$ cat config.mk
export PLATFORM = sky130hd
export DESIGN_NAME = plam_core
export DESIGN_NICKNAME = d
export VERILOG_FILES = /design/src/logic/plam_alarm.v /design/src/logic/plam_core.v
export VERILOG_INCLUDE_DIRS = /design/src /design/src/logic
export SDC_FILE = /design/constraint.sdc
export NUM_CORES = 1
export LEC_CHECK = 0
export BUFFER_PORTS_ARGS = -buffer_cell sky130_fd_sc_hd__buf_2
export CAP_MARGIN = 0
export CORE_MARGIN = 4
export CORE_UTILIZATION = 60
export DETAILED_ROUTE_END_ITERATION = 8
export GPL_TIMING_DRIVEN = 0
export HOLD_SLACK_MARGIN = 0.12
export PLACE_DENSITY_LB_ADDON = 0.3
export SYNTH_ARGS = -nofsm -noshare
export SYNTH_HDL_FRONTEND = slang
export SYNTH_HIERARCHICAL = 1
export SYNTH_SLANG_ARGS = --single-unit
$ cat constraint.sdc
create_clock -name clk -period 4.2 [get_ports clk]
set_input_delay 0.42 -clock clk [delete_from_list [all_inputs] [get_ports clk]]
set_output_delay 0.42 -clock clk [all_outputs]
set_load 0.005 [all_outputs]
$ cat src/logic/plam_regs.vh
`ifndef PLAM_REGS_VH
`define PLAM_REGS_VH

////////////////////////////////////////////////////////////////////////////////
// Command codes
`define PLAM_CMD_FAIL_Q 5'h00
`define PLAM_CMD_LOW_W 5'h01
`define PLAM_CMD_LOW_R 5'h02
`define PLAM_CMD_UPP_W 5'h03
`define PLAM_CMD_UPP_R 5'h04
`define PLAM_CMD_LOEN_W 5'h05
`define PLAM_CMD_LOEN_R 5'h06
`define PLAM_CMD_UPEN_W 5'h07
`define PLAM_CMD_UPEN_R 5'h08
`define PLAM_CMD_BOTH_W 5'h09
`define PLAM_CMD_BOTH_R 5'h0A
`define PLAM_CMD_CLEAR 5'h0B
`define PLAM_CMD_OPA_W 5'h0C
`define PLAM_CMD_OPA_R 5'h0D
`define PLAM_CMD_OPB_W 5'h0E
`define PLAM_CMD_OPB_R 5'h0F
`define PLAM_CMD_OPER_W 5'h10
`define PLAM_CMD_OPER_R 5'h11
`define PLAM_CMD_MATH_Q 5'h12
`define PLAM_CMD_MODE_W 5'h13
`define PLAM_CMD_MODE_R 5'h14

////////////////////////////////////////////////////////////////////////////////
// Alarm flag word field positions
`define PLAM_FAIL_SUM 4
`define PLAM_FAIL_LO_ACT 3
`define PLAM_FAIL_UP_ACT 2
`define PLAM_FAIL_LO_LAT 1
`define PLAM_FAIL_UP_LAT 0

////////////////////////////////////////////////////////////////////////////////
// Encodings and reset values
`define PLAM_OP_SUM 2'h0
`define PLAM_OP_DIFFERENCE 2'h1
`define PLAM_OP_RATIO 2'h2
`define PLAM_SRC_CH_ONE 1'h0
`define PLAM_SRC_CH_TWO 1'h1
`define PLAM_MODE_NORMAL 2'h0
`define PLAM_MODE_FAST 2'h1
`define PLAM_MODE_FILTER 2'h2
`define PLAM_LIMIT_MIN 16'hD8F1
`define PLAM_LIMIT_MAX 16'h270F
`define PLAM_RST_LOW_LIMIT 16'hD8F1
`define PLAM_RST_UPP_LIMIT 16'h270F
`define PLAM_RST_OP `PLAM_OP_SUM
`define PLAM_RST_MODE `PLAM_MODE_NORMAL

////////////////////////////////////////////////////////////////////////////////
// Timing
`define PLAM_CLK_KHZ 40000
`define PLAM_NORMAL_MS 50
`define PLAM_FAST_MS 4
`define PLAM_NORMAL_CYC (`PLAM_NORMAL_MS * `PLAM_CLK_KHZ)
`define PLAM_FAST_CYC (`PLAM_FAST_MS * `PLAM_CLK_KHZ)

`endif

$ cat src/logic/plam_alarm.v
`timescale 1ns/1ps
`default_nettype none
`include "plam_regs.vh"

module plam_alarm
(
    input wire clk,
    input wire reset_n,
    input wire seen,
    input wire [15:0] level,
    input wire [15:0] low_limit,
    input wire [15:0] upp_limit,
    input wire low_en,
    input wire upp_en,
    input wire clear,
    output reg lo_act_r,
    output reg up_act_r,
    output reg lo_lat_r,
    output reg up_lat_r
);

wire lo_nxt;
wire up_nxt;

// Evaluated every cycle so a query sees the present state [RULE_03] [RULE_23]
assign lo_nxt = seen && low_en && ($signed(level) < $signed(low_limit)); // [RULE_06] [RULE_08]
assign up_nxt = seen && upp_en && ($signed(level) > $signed(upp_limit)); // [RULE_07] [RULE_09]

always @(posedge clk or negedge reset_n)
begin
    if (!reset_n)
    begin
        lo_act_r <= 1'b0;
        up_act_r <= 1'b0;
        lo_lat_r <= 1'b0;
        up_lat_r <= 1'b0;
    end
    else
    begin
        lo_act_r <= lo_nxt;
        up_act_r <= up_nxt;
        // Set wins over a clear in the same cycle
        lo_lat_r <= lo_nxt | (lo_lat_r & ~clear); // [RULE_04] [RULE_21]
        up_lat_r <= up_nxt | (up_lat_r & ~clear); // [RULE_04] [RULE_21]
    end
end

endmodule

`default_nettype wire

$ cat src/logic/plam_core.v
// Behaviour
// [RULE_01] Five flags per channel, first ORs others
// [RULE_02] Flags returned summary, lo/up active, lo/up latched
// [RULE_03] Active flags show present limit state only
// [RULE_04] Latched flags hold until channel clear
// [RULE_05] Limits writable/readable, -99.99 to +99.99 dBm
// [RULE_06] Enabled low alarm sets flags and indicator
// [RULE_07] Enabled high alarm sets flags and indicator
// [RULE_08] Lower enable per channel; off means no action
// [RULE_09] Upper enable per channel; off means no action
// [RULE_10] Combined enable write sets both enables
// [RULE_11] Combined enable reads one if either on
// [RULE_12] Combined enable query forces both on; the code does so only when one of the two is already on
// [RULE_13] Each math operand selects channel one/two
// [RULE_14] Operator sum, difference or ratio, readable
// [RULE_15] Math query returns operator on operands
// [RULE_16] Normal reading mode about twenty per second
// [RULE_17] Fast mode above two hundred per second
// [RULE_18] Filter_full_mode mode waits for full averaging filter
// [RULE_19] Reading modes only apply under remote control
// [RULE_20] Return to local restores normal mode
// [RULE_21] Clear resets latched flags of that channel
// [RULE_22] Channel two rejected on single-channel variant
// [RULE_23] Re-evaluate alarms on each new reading
`timescale 1ns/1ps
`default_nettype none
`include "plam_regs.vh"

module plam_core
#(
    parameter SINGLE_CH = 0,
    parameter [23:0] NORMAL_CYC = `PLAM_NORMAL_CYC,
    parameter [23:0] FAST_CYC = `PLAM_FAST_CYC
)
(
    input wire clk,
    input wire reset_n,
    input wire remote,
    input wire cmd_valid,
    input wire [4:0] cmd_code,
    input wire cmd_chan,
    input wire [15:0] cmd_wdata,
    input wire [1:0] pwr_valid,
    input wire [15:0] pwr_dbm_ch1,
    input wire [15:0] pwr_dbm_ch2,
    input wire [15:0] pwr_lin_ch1,
    input wire [15:0] pwr_lin_ch2,
    input wire [1:0] filter_full,
    output reg rsp_valid_r,
    output reg [31:0] rsp_data_r,
    output reg rsp_error_r,
    output reg [1:0] low_ind_r,
    output reg [1:0] high_ind_r,
    output reg rdg_valid_r,
    output reg [15:0] rdg_ch1_r,
    output reg [15:0] rdg_ch2_r,
    output reg [1:0] mode_r
);

////////////////////////////////////////////////////////////////////////////////
// Helpers

function limit_ok;
    input [15:0] v;
    begin
        limit_ok = ($signed(v) >= $signed(`PLAM_LIMIT_MIN)) && ($signed(v) <= $signed(`PLAM_LIMIT_MAX));
    end
endfunction

// Sum and difference on linear power; ratio as a dB difference of the log readings
function [31:0] plam_math;
    input [1:0] op;
    input [15:0] lin_a;
    input [15:0] lin_b;
    input [15:0] dbm_a;
    input [15:0] dbm_b;
    begin
        case (op)
            `PLAM_OP_SUM: plam_math = {16'h0000, lin_a} + {16'h0000, lin_b};
            `PLAM_OP_DIFFERENCE: plam_math = {16'h0000, lin_a} - {16'h0000, lin_b};
            `PLAM_OP_RATIO: plam_math = {{16{dbm_a[15]}}, dbm_a} - {{16{dbm_b[15]}}, dbm_b};
            default: plam_math = 32'h0000_0000;
        endcase
    end
endfunction

////////////////////////////////////////////////////////////////////////////////
// Remote pin synchroniser

reg remote_m_r;
reg remote_s_r;

always @(posedge clk or negedge reset_n)
begin
    if (!reset_n)
    begin
        remote_m_r <= 1'b0;
        remote_s_r <= 1'b0;
    end
    else
    begin
        remote_m_r <= remote;
        remote_s_r <= remote_m_r;
    end
end

////////////////////////////////////////////////////////////////////////////////
// Latest readings per channel

reg [31:0] dbm_r;
reg [31:0] lin_r;
reg [1:0] seen_r;

always @(posedge clk or negedge reset_n)
begin
    if (!reset_n)
    begin
        dbm_r <= 32'h0000_0000;
        lin_r <= 32'h0000_0000;
        seen_r <= 2'h0;
    end
    else
    begin
        if (pwr_valid[0])
        begin
            dbm_r[15:0] <= pwr_dbm_ch1;
            lin_r[15:0] <= pwr_lin_ch1;
        end
        // Channel two never reports on the single-channel variant
        if (pwr_valid[1] && (SINGLE_CH == 0))
        begin
            dbm_r[31:16] <= pwr_dbm_ch2;
            lin_r[31:16] <= pwr_lin_ch2;
        end
        seen_r <= seen_r | pwr_valid;
    end
end

////////////////////////////////////////////////////////////////////////////////
// Alarm units

reg [31:0] lo_lim_r;
reg [31:0] up_lim_r;
reg [1:0] lo_en_r;
reg [1:0] up_en_r;
reg [1:0] clear_r;
wire [1:0] lo_act;
wire [1:0] up_act;
wire [1:0] lo_lat;
wire [1:0] up_lat;

plam_alarm u_alarm_ch1
(
    .clk(clk),
    .reset_n(reset_n),
    .seen(seen_r[0]),
    .level(dbm_r[15:0]),
    .low_limit(lo_lim_r[15:0]),
    .upp_limit(up_lim_r[15:0]),
    .low_en(lo_en_r[0]),
    .upp_en(up_en_r[0]),
    .clear(clear_r[0]),
    .lo_act_r(lo_act[0]),
    .up_act_r(up_act[0]),
    .lo_lat_r(lo_lat[0]),
    .up_lat_r(up_lat[0])
);

plam_alarm u_alarm_ch2
(
    .clk(clk),
    .reset_n(reset_n),
    .seen(seen_r[1]),
    .level(dbm_r[31:16]),
    .low_limit(lo_lim_r[31:16]),
    .upp_limit(up_lim_r[31:16]),
    .low_en(lo_en_r[1]),
    .upp_en(up_en_r[1]),
    .clear(clear_r[1]),
    .lo_act_r(lo_act[1]),
    .up_act_r(up_act[1]),
    .lo_lat_r(lo_lat[1]),
    .up_lat_r(up_lat[1])
);

always @(posedge clk or negedge reset_n)
begin
    if (!reset_n)
    begin
        low_ind_r <= 2'h0;
        high_ind_r <= 2'h0;
    end
    else
    begin
        low_ind_r <= lo_act; // [RULE_06]
        high_ind_r <= up_act; // [RULE_07]
    end
end

////////////////////////////////////////////////////////////////////////////////
// Command decode

reg opa_r;
reg opb_r;
reg [1:0] oper_r;
wire ch;
wire ch_bad;
wire [31:0] math_a;
wire [31:0] math_b;

assign ch = cmd_chan;
assign ch_bad = (SINGLE_CH != 0) && cmd_chan; // [RULE_22]
assign math_a = {lin_r[opa_r*16 +: 16], dbm_r[opa_r*16 +: 16]};
assign math_b = {lin_r[opb_r*16 +: 16], dbm_r[opb_r*16 +: 16]};

always @(posedge clk or negedge reset_n)
begin
    if (!reset_n)
    begin
        lo_lim_r <= {`PLAM_RST_LOW_LIMIT, `PLAM_RST_LOW_LIMIT};
        up_lim_r <= {`PLAM_RST_UPP_LIMIT, `PLAM_RST_UPP_LIMIT};
        lo_en_r <= 2'h0;
        up_en_r <= 2'h0;
        clear_r <= 2'h0;
        opa_r <= `PLAM_SRC_CH_ONE;
        opb_r <= `PLAM_SRC_CH_TWO;
        oper_r <= `PLAM_RST_OP;
        mode_r <= `PLAM_RST_MODE;
        rsp_valid_r <= 1'b0;
        rsp_data_r <= 32'h0000_0000;
        rsp_error_r <= 1'b0;
    end
    else
    begin
        clear_r <= 2'h0;
        rsp_valid_r <= cmd_valid;
        rsp_data_r <= 32'h0000_0000;
        rsp_error_r <= 1'b0;
        if (!remote_s_r)
        begin
            mode_r <= `PLAM_MODE_NORMAL; // [RULE_19] [RULE_20]
        end
        if (cmd_valid)
        begin
            if (ch_bad && (cmd_code <= `PLAM_CMD_CLEAR))
            begin
                rsp_error_r <= 1'b1; // [RULE_22]
            end
            else
            begin
                case (cmd_code)
                    `PLAM_CMD_FAIL_Q:
                    begin
                        rsp_data_r[`PLAM_FAIL_SUM] <= lo_act[ch] | up_act[ch] | lo_lat[ch] | up_lat[ch]; // [RULE_01]
                        rsp_data_r[`PLAM_FAIL_LO_ACT] <= lo_act[ch]; // [RULE_02] [RULE_03]
                        rsp_data_r[`PLAM_FAIL_UP_ACT] <= up_act[ch]; // [RULE_02]
                        rsp_data_r[`PLAM_FAIL_LO_LAT] <= lo_lat[ch]; // [RULE_02]
                        rsp_data_r[`PLAM_FAIL_UP_LAT] <= up_lat[ch]; // [RULE_02]
                    end
                    `PLAM_CMD_LOW_W:
                    begin
                        if (limit_ok(cmd_wdata))
                            lo_lim_r[ch*16 +: 16] <= cmd_wdata; // [RULE_05]
                        else
                            rsp_error_r <= 1'b1;
                    end
                    `PLAM_CMD_LOW_R:
                    begin
                        rsp_data_r <= {{16{lo_lim_r[ch*16+15]}}, lo_lim_r[ch*16 +: 16]}; // [RULE_05]
                    end
                    `PLAM_CMD_UPP_W:
                    begin
                        if (limit_ok(cmd_wdata))
                            up_lim_r[ch*16 +: 16] <= cmd_wdata; // [RULE_05]
                        else
                            rsp_error_r <= 1'b1;
                    end
                    `PLAM_CMD_UPP_R:
                    begin
                        rsp_data_r <= {{16{up_lim_r[ch*16+15]}}, up_lim_r[ch*16 +: 16]}; // [RULE_05]
                    end
                    `PLAM_CMD_LOEN_W:
                    begin
                        lo_en_r[ch] <= cmd_wdata[0]; // [RULE_08]
                    end
                    `PLAM_CMD_LOEN_R:
                    begin
                        rsp_data_r[0] <= lo_en_r[ch]; // [RULE_08]
                    end
                    `PLAM_CMD_UPEN_W:
                    begin
                        up_en_r[ch] <= cmd_wdata[0]; // [RULE_09]
                    end
                    `PLAM_CMD_UPEN_R:
                    begin
                        rsp_data_r[0] <= up_en_r[ch]; // [RULE_09]
                    end
                    `PLAM_CMD_BOTH_W:
                    begin
                        lo_en_r[ch] <= cmd_wdata[0]; // [RULE_10]
                        up_en_r[ch] <= cmd_wdata[0]; // [RULE_10]
                    end
                    `PLAM_CMD_BOTH_R:
                    begin
                        rsp_data_r[0] <= lo_en_r[ch] | up_en_r[ch]; // [RULE_11]
                        // A half-enabled channel becomes fully enabled by the query
                        if (lo_en_r[ch] | up_en_r[ch])
                        begin
                            lo_en_r[ch] <= 1'b1; // [RULE_12]
                            up_en_r[ch] <= 1'b1; // [RULE_12]
                        end
                    end
                    `PLAM_CMD_CLEAR:
                    begin
                        clear_r[ch] <= 1'b1; // [RULE_21]
                    end
                    `PLAM_CMD_OPA_W:
                    begin
                        if (cmd_wdata[0] && (SINGLE_CH != 0))
                            rsp_error_r <= 1'b1;
                        else
                            opa_r <= cmd_wdata[0]; // [RULE_13]
                    end
                    `PLAM_CMD_OPA_R:
                    begin
                        rsp_data_r[0] <= opa_r; // [RULE_13]
                    end
                    `PLAM_CMD_OPB_W:
                    begin
                        if (cmd_wdata[0] && (SINGLE_CH != 0))
                            rsp_error_r <= 1'b1;
                        else
                            opb_r <= cmd_wdata[0]; // [RULE_13]
                    end
                    `PLAM_CMD_OPB_R:
                    begin
                        rsp_data_r[0] <= opb_r; // [RULE_13]
                    end
                    `PLAM_CMD_OPER_W:
                    begin
                        if (cmd_wdata > {14'h0000, `PLAM_OP_RATIO})
                            rsp_error_r <= 1'b1;
                        else
                            oper_r <= cmd_wdata[1:0]; // [RULE_14]
                    end
                    `PLAM_CMD_OPER_R:
                    begin
                        rsp_data_r[1:0] <= oper_r; // [RULE_14]
                    end
                    `PLAM_CMD_MATH_Q:
                    begin
                        rsp_data_r <= plam_math(oper_r, math_a[31:16], math_b[31:16],
                                                math_a[15:0], math_b[15:0]); // [RULE_15]
                    end
                    `PLAM_CMD_MODE_W:
                    begin
                        // Modes only exist under bus control
                        if (!remote_s_r || (cmd_wdata > {14'h0000, `PLAM_MODE_FILTER}))
                            rsp_error_r <= 1'b1; // [RULE_19]
                        else
                            mode_r <= cmd_wdata[1:0];
                    end
                    `PLAM_CMD_MODE_R:
                    begin
                        rsp_data_r[1:0] <= mode_r;
                    end
                    default:
                    begin
                        rsp_error_r <= 1'b1;
                    end
                endcase
            end
        end
    end
end

////////////////////////////////////////////////////////////////////////////////
// Reading pacing

reg [23:0] pace_r;
reg [23:0] pace_nxt;
reg emit_nxt;

always @*
begin
    pace_nxt = pace_r;
    emit_nxt = 1'b0;
    case (mode_r)
        `PLAM_MODE_FILTER:
        begin
            // Withheld until channel one's averaging filter is full
            pace_nxt = 24'h00_0000;
            emit_nxt = pwr_valid[0] && filter_full[0]; // [RULE_18]
        end
        `PLAM_MODE_FAST:
        begin
            if (pace_r == 24'h00_0000)
            begin
                pace_nxt = FAST_CYC - 24'h00_0001; // [RULE_17]
                emit_nxt = seen_r[0];
            end
            else if (pace_r >= FAST_CYC)
                pace_nxt = FAST_CYC - 24'h00_0001;
            else
                pace_nxt = pace_r - 24'h00_0001;
        end
        default:
        begin
            if (pace_r == 24'h00_0000)
            begin
                pace_nxt = NORMAL_CYC - 24'h00_0001; // [RULE_16]
                emit_nxt = seen_r[0];
            end
            else
                pace_nxt = pace_r - 24'h00_0001;
        end
    endcase
end

always @(posedge clk or negedge reset_n)
begin
    if (!reset_n)
    begin
        pace_r <= 24'h00_0000;
        rdg_valid_r <= 1'b0;
        rdg_ch1_r <= 16'h0000;
        rdg_ch2_r <= 16'h0000;
    end
    else
    begin
        pace_r <= pace_nxt;
        rdg_valid_r <= emit_nxt;
        if (emit_nxt)
        begin
            rdg_ch1_r <= (mode_r == `PLAM_MODE_FILTER) ? pwr_dbm_ch1 : dbm_r[15:0];
            rdg_ch2_r <= dbm_r[31:16];
        end
    end
end

endmodule

`default_nettype wire

==> results of run 1 <==
==> stage by stage <==
stage / cells / hold slack, ns / utilization [%] / area, um2 / power (mW)
after floorplan: 1466 / 0.124 / - / 15200 / 3.97
after global placement: 1950 / 0.335 / 66.7 / 16400 / 4.52
after detailed placement: 1952 / 0.364 / 66.9 / 16500 / 4.58
after CTS: 2050 / 0.122 / 72.4 / 17800 / 6.89
after global routing: 2050 / 0.128 / 72.5 / 17800 / 7.26
final: 2050 / 0.136 / 72.5 / 17800 / 6.92
==> cell families after synthesis <==
family / count (synthesis) / share of synthesized area [%]
AO/OA/AOI/OAI: 316 / 13.7
flip-flops: 233 / 38.7
XOR/XNOR: 36 / 2.07
buffers and inverters: 183 / 5.14
adder cells (fa/ha/maj): 118 / 9.85
multiplexers: 274 / 20.0
AND/OR/NAND/NOR: 306 / 10.6
==> layout make-up <==
class | count | area (um2)
Clock inverter | 12 | 133
Tap cell | 324 | 405
Buffer | 69 | 360
Fill cell | 1749 | 6770
Clock buffer | 36 | 708
Timing Repair Buffer | 214 | 1390
Multi-Input combinational cell | 1050 | 8550
Sequential cell | 233 | 5870
Inverter | 112 | 420
==> metal layers <==
layer	share of wire [%]	global-route usage [%]	vias up	routed length, um
met5	0	0	-	0
met4	5.2	12.6	0	2340
met3	6.6	4.81	129	2950
met2	47	52.8	525	21300
met1	41	41.3	6244	18300
li1	-	-	5775	-
==> repair_timing <==
item,in CTS,in global routing
endpoints found under the hold margin,103,1
gates resized for setup,3,7
pin swaps,0,0
hold buffers,51,1
setup endpoints to repair,12,7
==> state kept, by name (all words and copies together), names as in the netlist, 16 cells and up <==
name,count
dbm_r,32
lin_r,32
lo_lim_r,32
pace_r,24
rdg_ch1_r,16
rdg_ch2_r,16
rsp_data_r,18
up_lim_r,32
==> where the power goes <==
group | switching [mW] | leakage [nW] | internal, mW
Clock | 0.961 | 0.404 | 1.31
Sequential | 0.196 | 2.84 | 2.41
Combinational | 1.14 | 4.91 | 0.906
Total | 2.29 | 8.15 | 4.63
==> final timing paths <==
check	depth (start not counted)	endpoint	from	slack [ns]
worst max-delay path	11	rsp_data_r[16]	opb_r	0.11
worst min-delay path	2	dbm_r[7]	pwr_dbm_ch1[7]	0.14
worst max register to register	11	rsp_data_r[16]	opb_r	0.11
worst min register to register	0	remote_s_r	remote_m_r	0.37
max in group asynchronous	4	rsp_data_r[0]	reset_n	2.57
min in group asynchronous	2	rdg_ch2_r[7]	reset_n	0.39
==> critical path: cells and delay by family (launching register included) <==
family | cells | cell delay [ns]
adder cells (fa/ha/maj) | 1 | 0.29
AND/OR/NAND/NOR | 3 | 0.77
flip-flops | 1 | 0.71
AO/OA/AOI/OAI | 5 | 1.36
multiplexers | 1 | 0.27
buffers and inverters | 1 | 0.61
==> cells in the final DEF (no fill, tap or decap), types with 6 or more instances in the layout <==
master,synthesis,routed
clkbuf_1,35,38
inv_1,112,112
a21o_1,18,18
mux2_2,169,169
nor2_1,71,71
dlygate4sd3_1,0,52
nand3_1,11,11
o21a_1,16,16
xnor2_1,24,24
nand2b_1,14,14
a21oi_1,76,76
clkbuf_16,0,26
dfstp_2,35,35
o21ai_0,54,54
dfrtp_1,198,198
nor3_1,24,24
buf_2,9,169
a211o_1,6,6
nand2_1,78,78
or3_1,12,12
and3_1,9,9
ha_1,114,114
buf_4,14,14
o21ai_1,18,18
nor4_1,12,12
a31oi_1,8,8
nor2b_1,21,21
mux2i_1,88,87
xor2_1,12,12
o22ai_1,22,22
nand4_1,14,14
mux2_4,16,16
buf_1,9,8
o31ai_1,17,16
o211ai_1,9,9
a211oi_1,14,14
==> metrics.txt, run 1 <==
top post-synthesis cells by area=dfrtp_1, mux2_2, ha_1; Crit Path Class=flop to flop; synth unique cells=86; CTS root buf=clkbuf_16; GR Overflow Total=0; Worst-path clk slew=about 0.060 ns; Total Routed Length=44900 um; Setup-failing EPs final=0; Vias=12700; required time of the critical path=4.68 ns; WL/cell=21.9 um; nets=1917; share of cells above drive strength 1=28.0%; Skew-Pair Late Insertion Delay=about 0.55 ns; critical path's slowest cell=dfstp_2; Syn Area/Cell=between 10 and 15 um2; DP Wirelength=33100 um; register area share after synthesis=between 30% and 40%; area delta synth->final=17.4%; count leader, synth=dfrtp_1; Mapped Nets=1677; CP max stage delay=0.71 ns; Min Clock Period, post-route=4.09 ns; total number of H-tree levels=1; clock buffer depth=3; Main synth FF type=dfrtp_1; Inserted Diodes=0; number of max-cap violations=0; Yosys top cell by area=dfrtp_1; cells after synthesis=1466; Initial Utilization=roughly three fifths; vias in the first global route=about 13000; starting DRC count in detailed routing=~1100; Placement Setup Slack=-0.457 ns; synthesized area=15200 um2; crit-path max FO=10; # IOs=167; Post-synth EDFFs=0; CTS tree=done; unrepaired setup endpoints after global routing=no; Worst Tran Pin Value=0.966 ns; Synth Register Bits=233; first-pass GRT wire length=70800 um; Total Neg Setup Slack=0 ns; max-slew violations=0; Leak=8.15 nW; Die Wd=167 um; postcts setup bufs=0; Die Area=27900 um2; initial antenna violation count=0; clock sink count=233; Power Dens Cells=388 nW/um2; largest net degree at the start of global routing=104; core footprint=roughly 25000 um2; Max Clock Freq=245 MHz; fin worst setup slack=0.110 ns; Port Buffers=160; row count=57; gp weighted congestion=0.963; CP arrival=4.57 ns; Worst setup SP type=flop; worst hold path type=input port to flop; Remaining DRCs=0; worst rel slew slack=35.6%; vias per inst=around 6.2; status=complete, no violations; yosys warns=6; CP endpoint kind=flop; DRT antenna net count=0; fraction of registers with async set/reset=100%; clock skew=0.0127 ns; Max VDD drop=around 0.00035 V; die height=around 170 um; post-synth top area share=32.6%; most frequent cells after synthesis=dfrtp_1, mux2_2, ha_1; final hold viol count=0; gr usage total=31.5%; total CTS buffers=26; Final period util=97.4%; CP cell instances=clkbuf_1 -> mux2i_1 -> ha_1 -> nor2b_1 -> o21a_1 -> o21ai_0 -> a211oi_1 -> nor4_1 -> nor3_1 -> o21ai_1 -> a31o_2; drt pass-1 iters=7
Power figures use the tool's default switching activity.
==> run 2: changes to the inputs <==
Settings changed: CORE_UTILIZATION 60 to 62.
Clock period 4.2 ns to 4.8 ns, I/O delays scaled along.
==> run 2 against run 1 <==
  * Cell count is 2.2% lower
  * Die area shrank 3.1%
  * Register-to-register slack better by 0.15 ns
  * Clock power fell by 12%
  * Global-route usage rose by 1.1 points
  * Critical path type unchanged
  * Critical endpoint is now rsp_data_r[12]
==> metrics.txt, run 2 (synthesis results as in run 1) <==
gr usage total=32.6%; vias in the first global route=12400; DP Wirelength=33600 um; starting DRC count in detailed routing=888; DRT antenna net count=0; nets=about 1900; Power Dens Cells=349 nW/um2; unrepaired setup endpoints after global routing=no; Min Clock Period, post-route=4.54 ns; Placement Setup Slack=0.0317 ns; critical path's slowest cell=buf_1; CP arrival=4.92 ns; worst hold path type=input port to flop; total CTS buffers=26; CP endpoint kind=flop; Worst setup SP type=flop; drt pass-1 iters=7; Worst-path clk slew=0.06 ns; area delta synth->final=14.1%; commonest non-fill, non-tap cells in the layout=dfrtp_1, mux2_2, buf_2; Leak=between 7 and 8 nW; GR Overflow Total=0; Skew-Pair Late Insertion Delay=0.54 ns; # IOs=approximately 170; core footprint=~24000 um2; row count=57; clock sink count=between 200 and 250; worst rel slew slack=between 30% and 40%; WL/cell=around 22 um; Die Area=27100 um2; R2R setup slack=0.26 ns; largest net degree at the start of global routing=126; Worst Tran Pin Value=0.979 ns; Max Clock Freq=220 MHz; Initial Utilization=62.7%; Crit Path Class=flop to flop; number of max-cap violations=0; Final period util=between 90% and 100%; Total Neg Setup Slack=0 ns; clock skew=0.0129 ns; Remaining DRCs=0; fin worst setup slack=0.257 ns; total number of H-tree levels=1; status=complete, no violations; share of cells above drive strength 1=28.4%; Setup-failing EPs final=0; CTS root buf=clkbuf_16; Max VDD drop=0.000303 V; most common cell after layout, fill and taps aside=dfrtp_1; crit-path max FO=10; CTS tree=done; vias per inst=between 6 and 7; initial antenna violation count=3; total power=6.05 mW; Total Routed Length=44300 um; die height=165 um; Vias=12400; Die Wd=165 um; Port Buffers=between 150 and 200; gp weighted congestion=0.996; required time of the critical path=5.18 ns; postcts setup bufs=0; first-pass GRT wire length=~68000 um; final hold viol count=0; max-slew violations=0; CP cell instances=clkbuf_1 -> buf_1 -> mux2i_1 -> inv_1 -> ha_1 -> inv_1 -> fa_1 -> o21ba_2 -> o21ai_0 -> a211oi_1 -> o211ai_1 -> a21oi_1 -> a21oi_1 -> xnor2_1 -> o221ai_1; CP max stage delay=0.63 ns; clock buffer depth=3
[run 2: worst max-delay path: cells and delay by family (launching register included)]
family / cells / cell delay (ns)
flops: 1 / 0.32
compound gates: 7 / 1.91
xor+xnor: 1 / 0.16
mux: 1 / 0.21
fa+ha+maj: 2 / 0.55
buf+inv: 4 / 1.22
[run 2: cell type report]
type	instances	area [um2]
Antenna cell	2	5.00
Buffer	71	363
Clock buffer	44	798
Clock inverter	4	56.3
Fill cell	1827	6920
Inverter	112	420
Multi-Input combinational cell	1050	8540
Sequential cell	233	5870
Tap cell	324	405
Timing Repair Buffer	164	868
[run 2: worst paths after layout]
check / from / depth (start not counted) / endpoint
worst max-delay path: opa_r / 15 / rsp_data_r[12]
worst min-delay path: pwr_dbm_ch2[7] / 2 / dbm_r[23]
worst max register to register: opa_r / 15 / rsp_data_r[12]
worst min register to register: remote_m_r / 0 / remote_s_r
max in group asynchronous: reset_n / 3 / lin_r[11]
min in group asynchronous: reset_n / 2 / pace_r[1]
[run 2: metal layers]
layer / wire length [um] / vias up / GRT usage [%]
met1: 18000 / 6076 / 42.1
met3: 2820 / 122 / 4.79
met5: 7 / - / 0
met2: 21200 / 485 / 54.4
met4: 2230 / 2 / 14.9
li1: - / 5691 / -
[run 2: power by group]
| part | switching, mW | internal [mW] |
|---|---|---|
| clock network | 0.818 | 1.18 |
| logic | 1.01 | 0.764 |
| registers | 0.164 | 2.11 |
| total | 1.99 | 4.05 |
[run 2: what timing repair did]
action / CTS / global route
setup endpoints to repair: 0 / 7
resized for setup: 0 / 6
hold buffers: 3 / 0
hold endpoints to repair: 104 / 0
[run 2: stage by stage]
step / hold WS [ns] / instance area, um2 / instances / util, %
2_1_floorplan: 0.184 / 15200 / 1466 / -
3_3_place_gp: 0.333 / 16400 / 1950 / 67.6
3_5_place_dp: 0.361 / 16400 / 1951 / 67.8
4_1_cts: 0.150 / 17300 / 2002 / 71.4
5_1_grt: 0.165 / 17300 / 2004 / 71.5
6_report: 0.168 / 17300 / 2004 / 71.5
